`src/sdh_ctrl_regs.vh`:
```
// Register indices, field positions and reset values of the control block
`ifndef SDH_CTRL_REGS_VH
`define SDH_CTRL_REGS_VH

// Register indices; byte address is four times the index
`define SDH_IDX_MONO_RSIDE     8'h39
`define SDH_IDX_LSIDE          8'h3A
`define SDH_IDX_IN_SERVO       8'h3C
`define SDH_IDX_HP_SERVO       8'h3D
`define SDH_IDX_STEPS          8'h40
`define SDH_IDX_INIT_STATUS    8'h42
`define SDH_IDX_PGA_BIAS       8'h44
`define SDH_IDX_STAGES         8'h45
`define SDH_IDX_IRQ_STATUS     8'h50
`define SDH_IDX_IRQ_MASK       8'h51

// Sidetone mixing fields
`define SDH_BIT_MONO           9
`define SDH_GAIN_HI            7
`define SDH_GAIN_LO            4
`define SDH_SRC_HI             3
`define SDH_SRC_LO             2
`define SDH_SRC_NONE0          2'h0
`define SDH_SRC_LEFT_ADC       2'h1
`define SDH_SRC_RIGHT_ADC      2'h2
`define SDH_GAIN_UNITY_MSB     2'h3
`define SDH_GAIN_STEPS_MAX     4'hC

// Servo control fields, left at the upper nibble, right at the lower
`define SDH_BIT_L_ON           7
`define SDH_BIT_L_INIT         6
`define SDH_BIT_L_SERIES       4
`define SDH_BIT_R_ON           3
`define SDH_BIT_R_INIT         2
`define SDH_BIT_R_SERIES       0

// Series step count field
`define SDH_STEPS_HI           13
`define SDH_STEPS_LO           7
`define SDH_STEPS_RESET        7'h10
`define SDH_STEPS_MIN          7'h10

// Start-up completion flags
`define SDH_BIT_DONE_IN_L      10
`define SDH_BIT_DONE_IN_R      9
`define SDH_BIT_DONE_HP_L      8
`define SDH_BIT_DONE_HP_R      7

// Amplifier bias register
`define SDH_BIAS_RSV_HI        4
`define SDH_BIAS_RSV_LO        3
`define SDH_BIAS_RSV_RESET     2'h3
`define SDH_BIAS_HI            2
`define SDH_BIAS_RESET         3'h3

// Headphone stage enables
`define SDH_STAGES_RESET       8'h00

// Interrupt events
`define SDH_IRQ_WIDTH          6
`define SDH_IRQ_RESET          6'h00

`endif

```
`src/sdh_sidetone_gain.v`:
```
// Sidetone attenuator: -36 dB to -3 dB in 3 dB steps, unity above
`timescale 1ns/100ps
`include "sdh_ctrl_regs.vh"

module sdh_sidetone_gain #(
  parameter AW = 16
) (
  // Sample and gain code
  input  wire signed [AW-1:0] i_sample,
  input  wire        [3:0]    i_code,
  // Attenuated sample
  output wire signed [AW-1:0] o_sample
);

  wire        [3:0]    steps;
  wire        [2:0]    shift;
  wire signed [AW-1:0] shifted;
  wire signed [AW+8:0] odd_prod;

  // Twelve steps at code zero, one fewer per code
  assign steps    = `SDH_GAIN_STEPS_MAX - i_code;
  assign shift    = steps[3:1];
  assign shifted  = i_sample >>> shift;
  // Odd step scales by 181/256, about 3.01 dB more cut; cheaper than a full table
  assign odd_prod = shifted * $signed({1'b0, 8'hB5});
  assign o_sample = (i_code[3:2] == `SDH_GAIN_UNITY_MSB) ? i_sample :
                    steps[0] ? odd_prod[AW+7:8] : shifted;

endmodule

```
`src/sdh_servo_engine.v`:
```
// One DC servo path: start-up correction and counted series of updates
`timescale 1ns/100ps
`include "sdh_ctrl_regs.vh"

module sdh_servo_engine #(
  parameter INIT_CYCLES   = 256,
  parameter UPDATE_CYCLES = 16
) (
  // Clock and reset
  input  wire       i_clock,
  input  wire       i_sys_rst,
  // Control
  input  wire       i_on,
  input  wire       i_init,
  input  wire       i_series,
  input  wire [6:0] i_steps,
  // Status
  output reg        o_init_done,
  output reg        o_update,
  output reg        o_init_end,
  output reg        o_series_end,
  output wire       o_busy
);

  localparam ST_IDLE   = 2'b00;
  localparam ST_INIT   = 2'b01;
  localparam ST_SERIES = 2'b10;

  reg [1:0]  state;
  reg [15:0] timer;
  reg [6:0]  left;

  assign o_busy = (state != ST_IDLE);

  // Sequencer; a new trigger restarts whatever was running
  always @(posedge i_clock or posedge i_sys_rst) begin
    if (i_sys_rst) begin
      state        <= ST_IDLE;
      timer        <= 16'h0000;
      left         <= 7'h00;
      o_init_done  <= 1'b0;
      o_update     <= 1'b0;
      o_init_end   <= 1'b0;
      o_series_end <= 1'b0;
    end else begin
      o_update     <= 1'b0;
      o_init_end   <= 1'b0;
      o_series_end <= 1'b0;
      if (!i_on) begin
        state       <= ST_IDLE;
        o_init_done <= 1'b0;
      end else if (i_init) begin
        state       <= ST_INIT;
        timer       <= INIT_CYCLES[15:0];
        o_init_done <= 1'b0;
      end else if (i_series) begin
        state <= ST_SERIES;
        timer <= UPDATE_CYCLES[15:0];
        left  <= (i_steps < `SDH_STEPS_MIN) ? `SDH_STEPS_MIN : i_steps;
      end else begin
        case (state)
          ST_INIT: begin
            if (timer == 16'h0001) begin
              state       <= ST_IDLE;
              o_init_done <= 1'b1;
              o_init_end  <= 1'b1;
            end
            timer <= timer - 16'h0001;
          end
          ST_SERIES: begin
            if (timer == 16'h0001) begin
              o_update <= 1'b1;
              timer    <= UPDATE_CYCLES[15:0];
              left     <= left - 7'h01;
              if (left == 7'h01) begin
                state        <= ST_IDLE;
                o_series_end <= 1'b1;
              end
            end else begin
              timer <= timer - 16'h0001;
            end
          end
          default: state <= ST_IDLE;
        endcase
      end
    end
  end

endmodule

```
`src/sdh_ctrl.v`:
```
// Sidetone, DC servo and headphone stage control with Wishbone registers
//
// Contract
// - Mono mix sums both channels onto the enabled DAC; clear keeps stereo. Code puts it on both DACs, ignoring the enables.
// - The mono sum is attenuated by a fixed 6 dB.
// - Sidetone gain runs -36 dB at 0 in 3 dB steps, and 11xx gives 0 dB.
// - Sidetone source 01 is left ADC, 10 right ADC, 00 and 11 none.
// - Four servo enable bits, one per input path and headphone output.
// - Writing 1 to a start-up trigger runs start-up correction there.
// - Writing 1 to a series trigger runs a series of headphone updates.
// - A shared 7-bit count sets series length, resets to 16, below 16 reserved.
// - Four read-only flags show completed start-up correction per path.
// - Amplifier bias field: 000 double, 011 nominal and reset, rest reserved.
// - An output stays shorted while its unclamp bit is 0, set last.
`timescale 1ns/100ps
`include "sdh_ctrl_regs.vh"

module sdh_ctrl #(
  parameter AW            = 16,
  parameter INIT_CYCLES   = 256,
  parameter UPDATE_CYCLES = 16
) (
  // Clock and reset
  input  wire                 i_clock,
  input  wire                 i_sys_rst,
  // Wishbone classic slave
  input  wire                 i_wb_cyc,
  input  wire                 i_wb_stb,
  input  wire                 i_wb_we,
  input  wire [9:0]           i_wb_adr,
  input  wire [3:0]           i_wb_sel,
  input  wire [31:0]          i_wb_dat,
  output reg  [31:0]          o_wb_dat,
  output reg                  o_wb_ack,
  // Audio samples, same clock domain
  input  wire                 i_sample_valid,
  input  wire signed [AW-1:0] i_dac_left,
  input  wire signed [AW-1:0] i_dac_right,
  input  wire signed [AW-1:0] i_adc_left,
  input  wire signed [AW-1:0] i_adc_right,
  input  wire                 i_dac_left_on,
  input  wire                 i_dac_right_on,
  output reg  signed [AW-1:0] o_dac_left,
  output reg  signed [AW-1:0] o_dac_right,
  output reg                  o_dac_valid,
  // DC servo controls to the analogue paths
  output wire [3:0]           o_servo_on,
  output wire [3:0]           o_servo_busy,
  output wire [1:0]           o_phone_servo_update,
  // Headphone stages and bias
  output wire                 o_left_phone_first_stage_on,
  output wire                 o_left_phone_middle_stage_on,
  output wire                 o_left_phone_final_stage_on,
  output wire                 o_left_phone_unclamp,
  output wire                 o_right_phone_first_stage_on,
  output wire                 o_right_phone_middle_stage_on,
  output wire                 o_right_phone_final_stage_on,
  output wire                 o_right_phone_unclamp,
  output wire [2:0]           o_phone_amp_bias_select,
  // Interrupt
  output wire                 o_irq
);

  ////////////////////////////////////////////////////////////////////////////
  // Saturating add and sidetone source pick, each used for both channels

  function signed [AW-1:0] sat_add;
    input signed [AW-1:0] a;
    input signed [AW-1:0] b;
    reg   signed [AW:0]   s;
    begin
      s = {a[AW-1], a} + {b[AW-1], b};
      if (s[AW] != s[AW-1])
        sat_add = s[AW] ? {1'b1, {(AW-1){1'b0}}} : {1'b0, {(AW-1){1'b1}}};
      else
        sat_add = s[AW-1:0];
    end
  endfunction

  function signed [AW-1:0] src_pick;
    input        [1:0]    sel;
    input signed [AW-1:0] adc_l;
    input signed [AW-1:0] adc_r;
    begin
      case (sel)
        `SDH_SRC_LEFT_ADC:  src_pick = adc_l;
        `SDH_SRC_RIGHT_ADC: src_pick = adc_r;
        default:            src_pick = {AW{1'b0}};
      endcase
    end
  endfunction

  ////////////////////////////////////////////////////////////////////////////
  // Register state

  reg        dac_single_channel_sum;
  reg [3:0]  right_sidetone_gain;
  reg [1:0]  right_sidetone_source;
  reg [3:0]  left_sidetone_gain;
  reg [1:0]  left_sidetone_source;
  reg [3:0]  servo_on;
  reg [6:0]  servo_series_count;
  reg [1:0]  bias_reserved;
  reg [2:0]  phone_amp_bias_select;
  reg [7:0]  stage_enables;
  reg [`SDH_IRQ_WIDTH-1:0] irq_status;
  reg [`SDH_IRQ_WIDTH-1:0] irq_mask;
  reg [3:0]  init_pulse;
  reg [1:0]  series_pulse;

  wire [7:0] idx;
  wire       req;
  wire       wr;
  wire       lo_en;
  wire       hi_en;
  wire [15:0] wd;
  wire [3:0] init_done;
  wire [3:0] init_end;
  wire [1:0] series_end;
  wire [3:0] eng_update;
  wire [3:0] eng_series_end;
  wire [`SDH_IRQ_WIDTH-1:0] irq_events;
  reg  [15:0] next_rdata;

  // Index is the word address; only the low 16 bits carry data
  assign idx   = i_wb_adr[9:2];
  assign req   = i_wb_cyc & i_wb_stb & ~o_wb_ack;
  assign wr    = req & i_wb_we;
  assign lo_en = i_wb_sel[0];
  assign hi_en = i_wb_sel[1];
  assign wd    = i_wb_dat[15:0];

  ////////////////////////////////////////////////////////////////////////////
  // Bus answer: one wait state, ack drops the cycle after it rose

  always @(posedge i_clock or posedge i_sys_rst) begin
    if (i_sys_rst) begin
      o_wb_ack <= 1'b0;
      o_wb_dat <= 32'h00000000;
    end else begin
      o_wb_ack <= req;
      o_wb_dat <= {16'h0000, next_rdata};
    end
  end

  // Read mux; unmapped indices read zero, triggers always read zero
  always @* begin
    next_rdata = 16'h0000;
    case (idx)
      `SDH_IDX_MONO_RSIDE: begin
        next_rdata[`SDH_BIT_MONO]              = dac_single_channel_sum;
        next_rdata[`SDH_GAIN_HI:`SDH_GAIN_LO]  = right_sidetone_gain;
        next_rdata[`SDH_SRC_HI:`SDH_SRC_LO]    = right_sidetone_source;
      end
      `SDH_IDX_LSIDE: begin
        next_rdata[`SDH_GAIN_HI:`SDH_GAIN_LO]  = left_sidetone_gain;
        next_rdata[`SDH_SRC_HI:`SDH_SRC_LO]    = left_sidetone_source;
      end
      `SDH_IDX_IN_SERVO: begin
        next_rdata[`SDH_BIT_L_ON] = servo_on[3];
        next_rdata[`SDH_BIT_R_ON] = servo_on[2];
      end
      `SDH_IDX_HP_SERVO: begin
        next_rdata[`SDH_BIT_L_ON] = servo_on[1];
        next_rdata[`SDH_BIT_R_ON] = servo_on[0];
      end
      `SDH_IDX_STEPS:
        next_rdata[`SDH_STEPS_HI:`SDH_STEPS_LO] = servo_series_count;
      `SDH_IDX_INIT_STATUS: begin
        next_rdata[`SDH_BIT_DONE_IN_L] = init_done[3];
        next_rdata[`SDH_BIT_DONE_IN_R] = init_done[2];
        next_rdata[`SDH_BIT_DONE_HP_L] = init_done[1];
        next_rdata[`SDH_BIT_DONE_HP_R] = init_done[0];
      end
      `SDH_IDX_PGA_BIAS: begin
        next_rdata[`SDH_BIAS_RSV_HI:`SDH_BIAS_RSV_LO] = bias_reserved;
        next_rdata[`SDH_BIAS_HI:0] = phone_amp_bias_select;
      end
      `SDH_IDX_STAGES:     next_rdata[7:0] = stage_enables;
      `SDH_IDX_IRQ_STATUS: next_rdata[`SDH_IRQ_WIDTH-1:0] = irq_status;
      `SDH_IDX_IRQ_MASK:   next_rdata[`SDH_IRQ_WIDTH-1:0] = irq_mask;
      default:             next_rdata = 16'h0000;
    endcase
  end

  ////////////////////////////////////////////////////////////////////////////
  // Register writes; take effect at the edge where ack rises

  always @(posedge i_clock or posedge i_sys_rst) begin
    if (i_sys_rst) begin
      dac_single_channel_sum <= 1'b0;
      right_sidetone_gain    <= 4'h0;
      right_sidetone_source  <= 2'h0;
      left_sidetone_gain     <= 4'h0;
      left_sidetone_source   <= 2'h0;
      servo_on               <= 4'h0;
      servo_series_count     <= `SDH_STEPS_RESET;
      bias_reserved          <= `SDH_BIAS_RSV_RESET;
      phone_amp_bias_select  <= `SDH_BIAS_RESET;
      stage_enables          <= `SDH_STAGES_RESET;
      irq_mask               <= `SDH_IRQ_RESET;
      init_pulse             <= 4'h0;
      series_pulse           <= 2'h0;
    end else begin
      // Triggers live for one cycle only and are never stored
      init_pulse   <= 4'h0;
      series_pulse <= 2'h0;
      if (wr && lo_en) begin
        case (idx)
          `SDH_IDX_MONO_RSIDE: begin
            right_sidetone_gain   <= wd[`SDH_GAIN_HI:`SDH_GAIN_LO];
            right_sidetone_source <= wd[`SDH_SRC_HI:`SDH_SRC_LO];
          end
          `SDH_IDX_LSIDE: begin
            left_sidetone_gain   <= wd[`SDH_GAIN_HI:`SDH_GAIN_LO];
            left_sidetone_source <= wd[`SDH_SRC_HI:`SDH_SRC_LO];
          end
          `SDH_IDX_IN_SERVO: begin
            servo_on[3]   <= wd[`SDH_BIT_L_ON];
            servo_on[2]   <= wd[`SDH_BIT_R_ON];
            init_pulse[3] <= wd[`SDH_BIT_L_INIT];
            init_pulse[2] <= wd[`SDH_BIT_R_INIT];
          end
          `SDH_IDX_HP_SERVO: begin
            servo_on[1]     <= wd[`SDH_BIT_L_ON];
            servo_on[0]     <= wd[`SDH_BIT_R_ON];
            init_pulse[1]   <= wd[`SDH_BIT_L_INIT];
            init_pulse[0]   <= wd[`SDH_BIT_R_INIT];
            series_pulse[1] <= wd[`SDH_BIT_L_SERIES];
            series_pulse[0] <= wd[`SDH_BIT_R_SERIES];
          end
          `SDH_IDX_PGA_BIAS: begin
            bias_reserved <= wd[`SDH_BIAS_RSV_HI:`SDH_BIAS_RSV_LO];
            phone_amp_bias_select <= wd[`SDH_BIAS_HI:0];
          end
          `SDH_IDX_STAGES: stage_enables <= wd[7:0];
          `SDH_IDX_IRQ_MASK: irq_mask <= wd[`SDH_IRQ_WIDTH-1:0];
          default: ;
        endcase
      end
      // Upper byte holds the mono bit and the top six bits of the step count
      if (wr && hi_en) begin
        case (idx)
          `SDH_IDX_MONO_RSIDE:
            dac_single_channel_sum <= wd[`SDH_BIT_MONO];
          `SDH_IDX_STEPS: begin
            servo_series_count[6] <= wd[`SDH_STEPS_HI];
          end
          default: ;
        endcase
      end
      // Step field straddles both byte lanes
      if (wr && lo_en && idx == `SDH_IDX_STEPS)
        servo_series_count[0] <= wd[`SDH_STEPS_LO];
      if (wr && hi_en && idx == `SDH_IDX_STEPS)
        servo_series_count[5:1] <= wd[`SDH_STEPS_HI-1:`SDH_STEPS_LO+1];
    end
  end

  ////////////////////////////////////////////////////////////////////////////
  // Interrupt status: events set, write-one clears, set wins

  assign irq_events = {series_end, init_end};

  always @(posedge i_clock or posedge i_sys_rst) begin
    if (i_sys_rst) begin
      irq_status <= `SDH_IRQ_RESET;
    end else begin
      if (wr && lo_en && idx == `SDH_IDX_IRQ_STATUS)
        irq_status <= (irq_status & ~wd[`SDH_IRQ_WIDTH-1:0]) | irq_events;
      else
        irq_status <= irq_status | irq_events;
    end
  end

  assign o_irq = |(irq_status & irq_mask);

  ////////////////////////////////////////////////////////////////////////////
  // DC servo engines: input left, input right, phone left, phone right

  genvar g;
  generate
    for (g = 0; g < 4; g = g + 1) begin : servo
      sdh_servo_engine #(
        .INIT_CYCLES   (INIT_CYCLES),
        .UPDATE_CYCLES (UPDATE_CYCLES)
      ) u_engine (
        .i_clock      (i_clock),
        .i_sys_rst    (i_sys_rst),
        .i_on         (servo_on[g]),
        .i_init       (init_pulse[g]),
        .i_series     ((g < 2) ? series_pulse[g % 2] : 1'b0),
        .i_steps      (servo_series_count),
        .o_init_done  (init_done[g]),
        .o_update     (eng_update[g]),
        .o_init_end   (init_end[g]),
        .o_series_end (eng_series_end[g]),
        .o_busy       (o_servo_busy[g])
      );
    end
  endgenerate

  // Series end and update pulses of the two phone engines
  assign series_end           = eng_series_end[1:0];
  assign o_phone_servo_update = eng_update[1:0];
  assign o_servo_on = servo_on;

  ////////////////////////////////////////////////////////////////////////////
  // Headphone stages; the ordering of writes is left to software

  assign o_left_phone_unclamp          = stage_enables[7];
  assign o_left_phone_final_stage_on   = stage_enables[6];
  assign o_left_phone_middle_stage_on  = stage_enables[5];
  assign o_left_phone_first_stage_on   = stage_enables[4];
  assign o_right_phone_unclamp         = stage_enables[3];
  assign o_right_phone_final_stage_on  = stage_enables[2];
  assign o_right_phone_middle_stage_on = stage_enables[1];
  assign o_right_phone_first_stage_on  = stage_enables[0];
  assign o_phone_amp_bias_select       = phone_amp_bias_select;

  ////////////////////////////////////////////////////////////////////////////
  // Sidetone and mono mix datapath

  wire signed [AW-1:0] left_side_raw;
  wire signed [AW-1:0] right_side_raw;
  wire signed [AW-1:0] left_side;
  wire signed [AW-1:0] right_side;
  wire signed [AW:0]   mono_sum;
  wire signed [AW-1:0] mono;
  wire signed [AW-1:0] main_left;
  wire signed [AW-1:0] main_right;

  assign left_side_raw  = src_pick(left_sidetone_source, i_adc_left,
                                   i_adc_right);
  assign right_side_raw = src_pick(right_sidetone_source, i_adc_left,
                                   i_adc_right);

  sdh_sidetone_gain #(.AW(AW)) u_left_gain (
    .i_sample (left_side_raw),
    .i_code   (left_sidetone_gain),
    .o_sample (left_side)
  );

  sdh_sidetone_gain #(.AW(AW)) u_right_gain (
    .i_sample (right_side_raw),
    .i_code   (right_sidetone_gain),
    .o_sample (right_side)
  );

  // Halving the sum is the 6 dB cut and also rules out overflow
  assign mono_sum   = {i_dac_left[AW-1], i_dac_left} +
                      {i_dac_right[AW-1], i_dac_right};
  assign mono       = mono_sum[AW:1];
  // Both outputs carry the mix; only the enabled DAC is listening
  assign main_left  = dac_single_channel_sum ? mono : i_dac_left;
  assign main_right = dac_single_channel_sum ? mono : i_dac_right;

  // Output samples are registered once per valid strobe
  always @(posedge i_clock or posedge i_sys_rst) begin
    if (i_sys_rst) begin
      o_dac_left  <= {AW{1'b0}};
      o_dac_right <= {AW{1'b0}};
      o_dac_valid <= 1'b0;
    end else begin
      o_dac_valid <= i_sample_valid;
      if (i_sample_valid) begin
        o_dac_left  <= sat_add(main_left, left_side);
        o_dac_right <= sat_add(main_right, right_side);
      end
    end
  end

endmodule

```
`config.mk`:
```
export PLATFORM = sky130hd
export DESIGN_NAME = sdh_ctrl
export DESIGN_NICKNAME = d
export VERILOG_FILES = /design/src/sdh_sidetone_gain.v /design/src/sdh_servo_engine.v /design/src/sdh_ctrl.v
export VERILOG_INCLUDE_DIRS = /design/src
export SDC_FILE = /design/constraint.sdc
export NUM_CORES = 1
export LEC_CHECK = 0
export ABC_AREA = 1
export BUFFER_PORTS_ARGS = -buffer_cell sky130_fd_sc_hd__buf_2
export CORE_MARGIN = 2
export CORE_UTILIZATION = 45
export CTS_BUF_LIST = sky130_fd_sc_hd__clkbuf_16
export CTS_CLUSTER_DIAMETER = 40
export DETAILED_ROUTE_END_ITERATION = 12
export HOLD_SLACK_MARGIN = 0.15
export PLACE_DENSITY_LB_ADDON = 0.12
export SLEW_MARGIN = 20
export SYNTH_ARGS = -nofsm -noshare
export SYNTH_HDL_FRONTEND = slang
export SYNTH_HIERARCHICAL = 1
export SYNTH_SLANG_ARGS = --single-unit
```
`constraint.sdc`:
```
create_clock -name i_clock -period 10.79 [get_ports i_clock]
set_input_delay 1.079 -clock i_clock [delete_from_list [all_inputs] [get_ports i_clock]]
set_output_delay 1.079 -clock i_clock [all_outputs]
set_load 0.02 [all_outputs]
```
==> flow_results.xml <==
<?xml version="1.0" encoding="UTF-8"?>
<metrics>
  <group name="run_status">
    <metric name="outcome" unit="">complete, no violations</metric>
  </group>
  <group name="drt">
    <metric name="total_number_of_vias" unit="">21400</metric>
    <metric name="remaining_drc_errors" unit="">0</metric>
    <metric name="post_drt_wl_per_cell" unit="um">15.5</metric>
    <metric name="routed_wirelength" unit="um">64800</metric>
    <metric name="detailedRoute.firstPassIterationCount" unit="">5</metric>
    <metric name="detail_route.vias_per_cell" unit="">5.13</metric>
    <metric name="drt_iter0_drc" unit="">1245</metric>
    <metric name="final_antenna_net_count" unit="">0</metric>
  </group>
  <group name="worst_setup_path">
    <metric name="critical_path.reg2reg.endpoint" unit="">o_dac_right[14]</metric>
    <metric name="worst-endpoint-arrival" unit="ns">9.83</metric>
    <metric name="reg2reg_from" unit="">right_sidetone_gain[0]</metric>
    <metric name="worst_r2r_path_depth" unit="">35</metric>
    <metric name="crit_path_max_incr_delay" unit="ns">0.89</metric>
    <metric name="setup.reg_to_reg.worst_slack" unit="ns">1.36</metric>
    <metric name="crit_top_cell" unit="">sky130_fd_sc_hd__nand2_1</metric>
    <metric name="setup.worst_path.start_class" unit="">register</metric>
    <metric name="crit_path_top_delay_cell" unit="">sky130_fd_sc_hd__ha_1</metric>
    <metric name="critPathLaunch" unit="">right_sidetone_gain[0]</metric>
    <metric name="data_required_time_of_the_critical_path" unit="ns">11.19</metric>
    <metric name="path_max_fanout" unit="">25</metric>
    <metric name="worst_setup_path_end_kind" unit="">register</metric>
    <metric name="worst-setup-path-type" unit="">register to register</metric>
  </group>
  <group name="final_layout">
    <metric name="commonest_non_fill_non_tap_cell_in_the_layout" unit="">sky130_fd_sc_hd__nand2_1</metric>
    <metric name="final_layout_size_suffix_gt1_frac" unit="">0.131</metric>
    <metric name="fin_nets" unit="">3870</metric>
    <metric name="synthToLayoutAreaGrowth" unit="%">9.72</metric>
    <metric name="fin_cells" unit="">4183</metric>
    <metric name="sequential_cell_area" unit="um^2">5390</metric>
    <metric name="multiInputGateArea" unit="um^2">14900</metric>
    <metric name="layout.cells.most_common_list" unit="">828 x sky130_fd_sc_hd__nand2_1, 563 x sky130_fd_sc_hd__inv_1, 308 x sky130_fd_sc_hd__nor2_1, 210 x sky130_fd_sc_hd__dfrtp_1, 202 x sky130_fd_sc_hd__nand3_1</metric>
    <metric name="fillerInstances" unit="">5199</metric>
  </group>
  <group name="power">
    <metric name="static-leakage-power" unit="nW">13.7</metric>
    <metric name="power_per_standard_cell_area" unit="nW/um^2">88.7</metric>
    <metric name="irDropWorstVdd" unit="uV">124</metric>
    <metric name="totalPowerFinal" unit="W">0.00224</metric>
  </group>
  <group name="timing">
    <metric name="timing.final.setup_violations" unit="">0</metric>
    <metric name="slew_headroom" unit="">0.374</metric>
    <metric name="final-max-slew-violation-count" unit="">0</metric>
    <metric name="max_slew.worst_pin.slew" unit="ns">0.932</metric>
    <metric name="maxClockFrequency" unit="MHz">106</metric>
    <metric name="finalWorstSetupSlack" unit="ns">1.36</metric>
    <metric name="final.setup.tns" unit="ns">0</metric>
    <metric name="fin_crit" unit="ns">9.43</metric>
    <metric name="clock_skew" unit="ns">0.0108</metric>
    <metric name="grt_setup_unrepaired" unit="">no</metric>
    <metric name="timing.hold.ws" unit="ns">0.437</metric>
    <metric name="post-route-period-util" unit="">0.874</metric>
    <metric name="report.final.hold_viol_count" unit="">0</metric>
  </group>
  <group name="floorplanning">
    <metric name="core-area" unit="um^2">50300</metric>
    <metric name="floorplan.die.width" unit="um">230</metric>
    <metric name="start_util" unit="">0.457</metric>
    <metric name="top_level_ports" unit="">206</metric>
    <metric name="floorplan.die.height" unit="um">230</metric>
    <metric name="core.rowCount" unit="">82</metric>
    <metric name="floorplan.die_area" unit="um^2">52900</metric>
  </group>
  <group name="min_path">
    <metric name="worst_hold_startpoint" unit="">o_wb_ack</metric>
    <metric name="hold-path-cell-count" unit="">1</metric>
    <metric name="worstHoldPathType" unit="">register to register</metric>
    <metric name="whs_endpoint" unit="">o_wb_ack</metric>
  </group>
  <group name="place">
    <metric name="placement.io_buffers" unit="">163</metric>
    <metric name="placement.setup.worst_slack" unit="ns">1.48</metric>
    <metric name="routability_congestion_estimate" unit="">0.950</metric>
    <metric name="dp_cells" unit="">4128</metric>
    <metric name="hpwlAfterDp" unit="um">52600</metric>
  </group>
  <group name="clocking">
    <metric name="post_cts_buffers" unit="">0</metric>
    <metric name="root_buffer" unit="">sky130_fd_sc_hd__clkbuf_16</metric>
    <metric name="htree_num_levels" unit="">1</metric>
    <metric name="tritoncts_clock_tree" unit="">done</metric>
    <metric name="count_of_hold_buffers_inserted_by_post_cts_repair" unit="">0</metric>
    <metric name="clock_buffers_created_by_tritoncts" unit="">28</metric>
    <metric name="clk_path_buf_depth" unit="">3</metric>
    <metric name="clk-insertion-delay-late" unit="ns">0.56</metric>
    <metric name="tritoncts_num_sinks" unit="">215</metric>
    <metric name="cts_resized" unit="">0</metric>
    <metric name="cts.clk_slew.worst_paths" unit="ns">0.07</metric>
  </group>
  <group name="global_routing">
    <metric name="first_global_vias" unit="">20800</metric>
    <metric name="gr-usage-all-layers" unit="">0.244</metric>
    <metric name="grt.overflow.total" unit="">0</metric>
    <metric name="maximum_number_of_pins_on_one_net_before_global_route_repair" unit="">66</metric>
    <metric name="grt_pass1_wl" unit="um">105000</metric>
    <metric name="antenna_found_initial" unit="">6</metric>
  </group>
  <group name="yosys">
    <metric name="ys_warn_count" unit="">6</metric>
    <metric name="syn_area_per_cell" unit="um^2">6.86</metric>
    <metric name="synth_area" unit="um^2">23000</metric>
    <metric name="synthCells" unit="">3355</metric>
  </group>
  <group name="job">
    <metric name="cap_viol_max_count" unit="">0</metric>
  </group>
</metrics>
==> routing by layer <==
layer  routed length [um]  track usage
met4                 2040       0.0790
met3                 4100       0.0379
met1                28100        0.315
met5                   55            0
met2                30600        0.418
==> power breakdown <==
group / total, W / internal [W] / switching (W)
Combinational: 0.000401 / 0.000134 / 0.000267
Clock: 0.000989 / 0.000595 / 0.000394
Sequential: 0.000850 / 0.000830 / 0.0000201
Total: 0.00224 / 0.00156 / 0.000681
==> sequential cells by signal, indices dropped and copies added, names as in the netlist, 7 cells and up <==
| register | cells |
|---|---|
| servo_series_count | 7 |
| servo.u_engine/left | 28 |
| servo.u_engine/state | 8 |
| o_wb_dat | 14 |
| stage_enables | 8 |
| o_dac_left | 16 |
| o_dac_right | 16 |
| servo.u_engine/timer | 64 |
==> through the flow <==
step                 util  area, um^2
detailed placement  0.482       24200
floorplan               -       23100
global route        0.502       25200
CTS                 0.502       25200
global placement    0.482       24200
finish              0.502       25200
==> final cells by class <==
cell class                 count  area share
clock inverter                23      0.0104
timing repair buffer         169      0.0341
sequential                   215       0.213
multi-input combinational   2481       0.591
tap                          672      0.0333
clock buffer                  29      0.0288
antenna                        3    0.000298
inverter                     591      0.0888
==> how the worst max path moves through the flow <==
stage / endpoint
2_1_floorplan: o_dac_right[10]
3_3_place_gp: o_dac_right[14]
3_5_place_dp: o_dac_right[13]
4_1_cts: o_dac_right[13]
5_1_grt: o_dac_right[14]
6_report: o_dac_right[14]
==> critical path, delay by kind of cell, from the launching register on <==
family,cells,cell delay [ns]
flip-flops,1,0.82
buffers and inverters,6,0.95
AO/OA/AOI/OAI,12,2.88
AND/OR/NAND/NOR,10,1.09
adder cells (fa/ha/maj),7,3.50
Note: power is estimated with default switching activity, not from simulation.
